## src/rtl/dclh_regs.vh

```
// Constants of the disk command-list host port: list layout, flags, timing
`ifndef DCLH_REGS_VH
`define DCLH_REGS_VH
// ****************************************
// Command list word offsets
// ****************************************
`define DCLH_W_STAT0 4'h0
`define DCLH_W_STAT1 4'h1
`define DCLH_W_CMD 4'h2
`define DCLH_W_DADR_HI 4'h3
`define DCLH_W_DADR_LO 4'h4
`define DCLH_W_LEN 4'h5
`define DCLH_W_MAP 4'h6
`define DCLH_W_MADR 4'h7
`define DCLH_W_CHAIN_HI 4'h8
`define DCLH_W_CHAIN_LO 4'h9
`define DCLH_LIST_WORDS 4'ha
// ****************************************
// Field positions
// ****************************************
`define DCLH_CMD_CODE_HI 15
`define DCLH_CMD_CODE_LO 8
`define DCLH_VERIFY_BIT 9
`define DCLH_INTEN_BIT 7
`define DCLH_PHYS_BIT 15
`define DCLH_DONE_BIT 15
`define DCLH_FAULT_BIT 14
`define DCLH_CHAIN_END 20'h00000
// ****************************************
// Serial I/O bus command codes
// ****************************************
`define DCLH_SIO_NOP 2'h0
`define DCLH_SIO_ADDR 2'h1
`define DCLH_SIO_RESET 2'h2
// ****************************************
// Timing
// ****************************************
`define DCLH_CLK_MHZ 100
`define DCLH_DMA_WAIT_US 100
`endif

```

## src/rtl/dclh_sio_shift.v

```verilog
// Serial I/O bus receiver: collects one 20-bit list address bit by bit
`timescale 1ns/1ps
module dclh_sio_shift (
   input wire mclk,
   input wire arst_n,
   input wire sio_bit_valid,
   input wire sio_bit,
   input wire sio_clear,
   output reg [19:0] sio_word_q,
   output reg [4:0] sio_count_q
);
   // ****************************************
   // Shift register, MSB first
   // ****************************************
   always @(posedge mclk or negedge arst_n) begin
      if (!arst_n) begin
         sio_word_q <= 20'h00000;
         sio_count_q <= 5'h00;
      end else if (sio_clear) begin
         sio_count_q <= 5'h00;
      end else if (sio_bit_valid && sio_count_q != 5'h14) begin
         sio_word_q <= {sio_word_q[18:0], sio_bit};
         sio_count_q <= sio_count_q + 5'h01;
      end
   end
endmodule // dclh_sio_shift

```

## src/rtl/dclh_port.v

```verilog
// Command-list host port: takes a list address, fetches, executes, writes back
`timescale 1ns/1ps
`include "dclh_regs.vh"
// How it works
// - Address over serial bus, acknowledged when idle
// - Busy while processing; new address refused
// - Serial bus reset returns port to idle
// - Set done flag in word 0
// - Hung command stays busy until reset
// - Interrupt on completion only when enabled
// - Flags written into words 0 and 1
// - Twelve of thirteen single-bit status flags reported (not bit 12)
// - Drive and command decoded from word 2
// - Host address from words 6 and 7
// - Disk address from words 3 and 4
// - Actual byte count written to word 5
// - Drive status from sampled drive lines
// - Twenty-bit DMA address, four-bit map
// - Code in high byte, unit low bits
// - Bit 9 requests verify on data commands
// - Words 8 and 9 chain next list
// - Word 3 MSB marks physical addressing
module dclh_port (
   input wire mclk,
   input wire arst_n,
   input wire [1:0] sio_cmd,
   input wire sio_bit_valid,
   input wire sio_bit,
   output wire sio_ack,
   output wire sio_refuse,
   output wire busy,
   output reg dma_req_q,
   output reg dma_we_q,
   output reg [19:0] dma_addr_q,
   output reg [15:0] dma_wdata_q,
   input wire dma_ack,
   input wire [15:0] dma_rdata,
   output reg cmd_start_q,
   output reg [7:0] cmd_code_q,
   output reg [1:0] cmd_unit_q,
   output reg cmd_verify_q,
   output reg cmd_phys_q,
   output reg [31:0] cmd_disk_addr_q,
   output reg [19:0] cmd_host_addr_q,
   output reg [15:0] cmd_len_q,
   input wire cmd_done,
   input wire [12:0] cmd_flags,
   input wire [15:0] cmd_actual_len,
   input wire [7:0] drive_lines,
   output reg host_irq_q
);
   localparam ST_IDLE = 3'h0;
   localparam ST_FETCH = 3'h1;
   localparam ST_EXEC = 3'h2;
   localparam ST_WLEN = 3'h3;
   localparam ST_WST1 = 3'h4;
   localparam ST_WST0 = 3'h5;
   localparam ST_NEXT = 3'h6;

   reg [2:0] state_q;
   reg [19:0] list_base_q;
   reg [3:0] word_idx_q;
   reg [15:0] list_q [0:9];
   reg [12:0] flags_q;
   reg [7:0] drv_stat_q;
   wire sio_clear;
   wire [19:0] sio_word;
   wire [4:0] sio_count;
   wire addr_go;
   wire [19:0] chain_ptr;

   // Address of list word n: word-aligned byte addressing
   function [19:0] word_addr;
      input [19:0] base;
      input [3:0] idx;
      begin
         word_addr = base + {15'h0000, idx, 1'b0};
      end
   endfunction

   // ****************************************
   // Serial I/O bus receive and handshake
   // ****************************************
   dclh_sio_shift u_shift (
      .mclk(mclk),
      .arst_n(arst_n),
      .sio_bit_valid(sio_bit_valid),
      .sio_bit(sio_bit),
      .sio_clear(sio_clear),
      .sio_word_q(sio_word),
      .sio_count_q(sio_count)
   );

   assign busy = (state_q != ST_IDLE);
   assign addr_go = (sio_cmd == `DCLH_SIO_ADDR) && (sio_count == 5'h14);
   assign sio_ack = addr_go && !busy;
   assign sio_refuse = addr_go && busy;
   assign sio_clear = (sio_cmd != `DCLH_SIO_NOP);
   assign chain_ptr = {list_q[`DCLH_W_CHAIN_HI][3:0], list_q[`DCLH_W_CHAIN_LO]};

   // ****************************************
   // Sequencer: fetch, execute, write back
   // ****************************************
   always @(posedge mclk or negedge arst_n) begin
      if (!arst_n) begin
         state_q <= ST_IDLE;
         list_base_q <= 20'h00000;
         word_idx_q <= 4'h0;
         dma_req_q <= 1'b0;
         dma_we_q <= 1'b0;
         dma_addr_q <= 20'h00000;
         dma_wdata_q <= 16'h0000;
         cmd_start_q <= 1'b0;
         flags_q <= 13'h0000;
         drv_stat_q <= 8'h00;
         host_irq_q <= 1'b0;
      end else if (sio_cmd == `DCLH_SIO_RESET) begin
         state_q <= ST_IDLE;
         dma_req_q <= 1'b0;
         dma_we_q <= 1'b0;
         cmd_start_q <= 1'b0;
         host_irq_q <= 1'b0;
      end else begin
         cmd_start_q <= 1'b0;
         host_irq_q <= 1'b0;
         case (state_q)
            ST_IDLE: begin
               if (sio_ack) begin
                  list_base_q <= {sio_word[19:1], 1'b0};
                  word_idx_q <= 4'h0;
                  dma_req_q <= 1'b1;
                  dma_we_q <= 1'b0;
                  dma_addr_q <= {sio_word[19:1], 1'b0};
                  state_q <= ST_FETCH;
               end
            end
            ST_FETCH: begin
               if (dma_ack) begin
                  if (word_idx_q == `DCLH_LIST_WORDS - 4'h1) begin
                     dma_req_q <= 1'b0;
                     cmd_start_q <= 1'b1;
                     state_q <= ST_EXEC;
                  end else begin
                     word_idx_q <= word_idx_q + 4'h1;
                     dma_addr_q <= word_addr(list_base_q, word_idx_q + 4'h1);
                  end
               end
            end
            ST_EXEC: begin
               // A hung command simply keeps the port busy here
               if (cmd_done) begin
                  flags_q <= cmd_flags;
                  drv_stat_q <= drive_lines;
                  dma_req_q <= 1'b1;
                  dma_we_q <= 1'b1;
                  dma_addr_q <= word_addr(list_base_q, `DCLH_W_LEN);
                  dma_wdata_q <= cmd_actual_len;
                  state_q <= ST_WLEN;
               end
            end
            ST_WLEN: begin
               if (dma_ack) begin
                  dma_addr_q <= word_addr(list_base_q, `DCLH_W_STAT1);
                  dma_wdata_q <= {flags_q[4:0], 3'h0, drv_stat_q};
                  state_q <= ST_WST1;
               end
            end
            ST_WST1: begin
               if (dma_ack) begin
                  dma_addr_q <= word_addr(list_base_q, `DCLH_W_STAT0);
                  // Done flag goes last so the host never sees stale words
                  dma_wdata_q <= {1'b1, flags_q[11], flags_q[10:5], 8'h00};
                  state_q <= ST_WST0;
               end
            end
            ST_WST0: begin
               if (dma_ack) begin
                  dma_req_q <= 1'b0;
                  dma_we_q <= 1'b0;
                  host_irq_q <= list_q[`DCLH_W_CMD][`DCLH_INTEN_BIT];
                  state_q <= ST_NEXT;
               end
            end
            ST_NEXT: begin
               if (chain_ptr != `DCLH_CHAIN_END) begin
                  list_base_q <= {chain_ptr[19:1], 1'b0};
                  word_idx_q <= 4'h0;
                  dma_req_q <= 1'b1;
                  dma_addr_q <= {chain_ptr[19:1], 1'b0};
                  state_q <= ST_FETCH;
               end else begin
                  state_q <= ST_IDLE;
               end
            end
            default: state_q <= ST_IDLE;
         endcase
      end
   end

   // ****************************************
   // Command list capture memory
   // ****************************************
   always @(posedge mclk) begin
      if (state_q == ST_FETCH && dma_ack) begin
         list_q[word_idx_q] <= dma_rdata;
      end
   end

   // ****************************************
   // Decoded command fields
   // ****************************************
   always @(posedge mclk or negedge arst_n) begin
      if (!arst_n) begin
         cmd_code_q <= 8'h00;
         cmd_unit_q <= 2'h0;
         cmd_verify_q <= 1'b0;
         cmd_phys_q <= 1'b0;
         cmd_disk_addr_q <= 32'h00000000;
         cmd_host_addr_q <= 20'h00000;
         cmd_len_q <= 16'h0000;
      end else if (state_q == ST_FETCH && dma_ack
                   && word_idx_q == `DCLH_LIST_WORDS - 4'h1) begin
         cmd_code_q <= list_q[`DCLH_W_CMD][`DCLH_CMD_CODE_HI:`DCLH_CMD_CODE_LO];
         cmd_unit_q <= list_q[`DCLH_W_CMD][1:0];
         cmd_verify_q <= list_q[`DCLH_W_CMD][`DCLH_VERIFY_BIT];
         cmd_phys_q <= list_q[`DCLH_W_DADR_HI][`DCLH_PHYS_BIT];
         cmd_disk_addr_q <= {list_q[`DCLH_W_DADR_HI], list_q[`DCLH_W_DADR_LO]};
         cmd_host_addr_q <= {list_q[`DCLH_W_MAP][3:0], list_q[`DCLH_W_MADR][15:1], 1'b0};
         cmd_len_q <= list_q[`DCLH_W_LEN];
      end
   end
endmodule // dclh_port

```

## config.mk

```make
export PLATFORM = sky130hd
export DESIGN_NAME = dclh_port
export DESIGN_NICKNAME = d
export VERILOG_FILES = /design/src/rtl/dclh_sio_shift.v /design/src/rtl/dclh_port.v
export VERILOG_INCLUDE_DIRS = /design/src /design/src/rtl
export SDC_FILE = /design/constraint.sdc
export NUM_CORES = 1
export LEC_CHECK = 0
export CORE_MARGIN = 5
export CORE_UTILIZATION = 45
export CTS_CLUSTER_DIAMETER = 40
export DETAILED_ROUTE_END_ITERATION = 8
export DONT_BUFFER_PORTS = 1
export GPL_ROUTABILITY_DRIVEN = 0
export GPL_TIMING_DRIVEN = 0
export PLACE_DENSITY = 0.66
export SYNTH_ARGS = -nofsm -noshare
export SYNTH_HDL_FRONTEND = slang
export SYNTH_SLANG_ARGS = --single-unit
export TNS_END_PERCENT = 5
```

## constraint.sdc

```tcl
create_clock -name mclk -period 4 [get_ports mclk]
set_input_delay 0.4 -clock mclk [delete_from_list [all_inputs] [get_ports mclk]]
set_output_delay 0.4 -clock mclk [all_outputs]
set_load 0.05 [all_outputs]
```

==> results.ini <==
[run_status]
status = finished with violations
violations = negative hold slack

[synthesis]
ys_async_sr_fraction_pct = 65.6
synth_area_mm2 = 0.0121
synth_edf_count = 98
synthFlopType = dfrtp_1
seq_area_frac_synth_pct = 63.0
synth_top_family_by_area = multiplexers
synth_cell_types = 63
syn_avg_cell_area_um2 = 13.4
synthMuxAreaShare_pct = 15.6
ys_seq_elements = 285
synth_fa_ha_area_share_pct = 1.20
synth-xor-area-share_pct = 0.797
synthSimpleGateAreaFrac_pct = 8.26
synth_compound_area_share_pct = 8.37
yosys_warnings = 0
syn_inst = 903

[routing]
wl_met2_um = 13700
vias = 7631
dr.pass1.iters = 6
wl_met1_um = 12700
drt_iter0_markers = 553
post-route-drc-count = 0
wl_um = 29500
drtAntennaViolNets = 0
top_layer = met4
routed_via_density = 5.72
wl_per_cell_um = 22.1
wl_met3_um = 2480

[setup_path]
worstPathMaxFanout = 10
crit_buf_inv = 3
cp.arrival_ns = 4.05
cp_data_required_time_ns = 4.40
crit_type = register to register
cp_slowest_cell = a221oi_1
worstPathCellList = nor2b_1, and2_1, clkbuf_1, clkbuf_2, a31oi_1, ha_1, and3_1, a221oi_1, clkbuf_2, nor3_1, o31a_1, mux2_4
cp-end-kind = register
cp_common_cell = clkbuf_2
cp-start-kind = register
cp_top_family = compound AO/OA/AOI/OAI gates
cpPeakStageDelay_ns = 0.53

[timing]
clock_skew_ns = 0.0293
setup_viol = 0
clock.fmax_ghz = 0.274
rsz0062_at_grt = no
hold_viol_final = 187
fin_crit_ns = 3.66
holdWs_ns = -0.427
final_max_slew_viol_count = 0
tightest_slew_ns = 1.30
finalCritPeriodShare_pct = 91.4
slew_headroom_pct = 13.4

[global_route]
grt_pass1_wl_um = 46100
grt.overflow.total = 0
grt_pass1_vias = 7808
track_usage_pct = 19.3
grt_max_degree = 188
antenna_found_initial = 0

[job]
cap_viol_max_count = 0

[die]
io_pins = 184
die_w_um = 174
core_mm2 = 0.0267
die_h_um = 174
start_util_pct = 45.2
die_area_mm2 = 0.0302
num_rows = 60

[cts]
hold_buffers = 16
clk_path_buf_depth = 3
htree_levels = 2
cts-buffers-inserted = 39
clk_pin_slew_ns = 0.05
cts_sinks = 285
clk_latency_ns = 0.54
cts_tree = yes
post-cts-setup-buffers = 0
root_buffer = clkbuf_16

[place]
portBuffers = 0
detailed_place_hpwl_um = 20300
placed_cell_area_mm2 = 0.0126

[power]
vdd_drop_max_v = 0.000387
power_frac_clock_pct = 45.7
comb_power_share_pct = 6.0
sw_frac_of_total_pct = 27.3
power.net_switching_w = 0.00218
leakagePower_nw = 6.08
p_int_w = 0.00583
seqPwrFrac_pct = 48.3
power_density_mw_per_mm2 = 567

[cells_and_area]
design_area_mm2 = 0.0141
layout-drive-gt1-share_pct = 23.7
final_nets = 1035
register_area_mm2 = 0.00762
multi_input_area_mm2 = 0.00415
final_cell_mix = dfrtp_1 (187), mux2_2 (132), edfxtp_1 (98)
syn2layout_area_growth_pct = 16.8
num_antenna_cells = 0
fillers = 2271
mostFrequentLayoutCell = dfrtp_1
fin_util_pct = 52.9

[min_path]
min_path_type = input pin to async pin

[path summary, 6_finish.rpt]
check | depth (start not counted) | end | slack (ns) | startpoint
setup / recovery | 12 | dma_addr_q[12]$_DFFE_PN0P_ | 0.34 | state_q[2]$_DFFE_PN0P_
max in group asynchronous | 0 | u_shift.sio_word_q[15]$_DFFE_PN0P_ | 4.10 | arst_n
setup reg to reg | 12 | dma_addr_q[12]$_DFFE_PN0P_ | 0.34 | state_q[2]$_DFFE_PN0P_
hold reg to reg | 1 | cmd_len_q[3]$_DFFE_PN0P_ | 0.47 | list_q[5][3]$_DFFE_PP_
hold / removal | 0 | dma_wdata_q[8]$_DFFE_PN0P_ | -0.43 | arst_n
min in group mclk | 1 | drv_stat_q[1]$_DFFE_PN0P_ | 0.02 | drive_lines[1]
[registers in the layout (all words and copies together) (netlist names)]
register and flops:
cmd_code_q 8, cmd_disk_addr_q 32, cmd_host_addr_q 19, cmd_len_q 16, cmd_start_q 1, cmd_unit_q 2
dma_addr_q 19, dma_req_q 1, dma_wdata_q 16, dma_we_q 1, drv_stat_q 8, flags_q 12
host_irq_q 1, list_base_q 19, list_q 98, state_q 3, u_shift.sio_count_q 5, u_shift.sio_word_q 20
word_idx_q 4
[power groups by stage]
stage	combinational [W]	sequential, W	clock (W)
finish	0.000482	0.00387	0.00366
global placement	0.000429	0.00392	0
CTS	0.000483	0.00387	0.00374
detailed placement	0.000444	0.00393	0
global route	0.000544	0.00390	0.00388
floorplan	0.000367	0.00385	0
[routing by layer]
metal / track usage [%] / vias to the layer above
li1: - / 3453
met1: 26.8 / 3847
met2: 29.6 / 277
met3: 5.85 / 54
met4: 5.28 / 0
met5: 0 / -
[metrics by stage]
| step | instances | power, W | worst slack, ns | setup TNS (ns) | hold WS (ns) |
|---|---|---|---|---|---|
| floorplan | 904 | 0.00422 | 0.880 | 0 | 0.104 |
| global placement | 1245 | 0.00435 | -0.188 | -2.04 | 0.111 |
| detailed placement | 1247 | 0.00437 | 0.0382 | 0 | 0.107 |
| CTS | 1333 | 0.00809 | 0.00482 | 0 | -0.441 |
| global route | 1333 | 0.00832 | 0.120 | 0 | -0.450 |
| finish | 1333 | 0.00801 | 0.345 | 0 | -0.427 |
[logic make-up after synthesis]
kind of cell	after synthesis
flip-flops	285
AND/OR/NAND/NOR	195
multiplexers	169
AO/OA/AOI/OAI	158
buffers and inverters	73
adder cells (fa/ha/maj)	11
XOR/XNOR	11
other	1
[what timing repair did]
action | CTS | global route
setup endpoints to repair | 0 | 3
resized for setup | 0 | 4
endpoints found under the hold margin | 285 | 187
[area by class of cell]
class,count,area share [%]
plain buffers,57,1.94
flip-flops and latches,285,54.0
clock buffers,47,7.41
clock inverters,23,2.58
multi-input cells,546,29.4
well taps,341,3.02
repair buffers,18,1.27
inverters,16,0.425
[cells in the mapped netlist (5+ instances only)]
master,n,share of area (%)
ha_1,10,1.0
dfrtp_1,187,39
and3_1,9,0.47
nor3_1,11,0.46
mux2_2,132,12
nor4_1,5,0.26
or3_1,5,0.26
xnor2_1,5,0.36
mux2i_1,32,2.6
a21oi_1,38,1.6
buf_4,6,0.37
a22oi_1,18,1.1
o221ai_1,5,0.36
nor2_1,45,1.4
o21ai_0,38,1.6
inv_1,16,0.50
nand3_1,17,0.70
clkbuf_1,32,0.99
mux2_4,5,0.62
a31oi_1,17,0.88
nand2b_1,11,0.57
nand2_1,49,1.5
or4_1,7,0.43
nand3b_1,5,0.31
edfxtp_1,98,24
buf_2,13,0.54
xor2_1,6,0.43
nand4_1,7,0.36
nor2b_1,7,0.36
No activity file was read; power rests on OpenSTA's default activity.
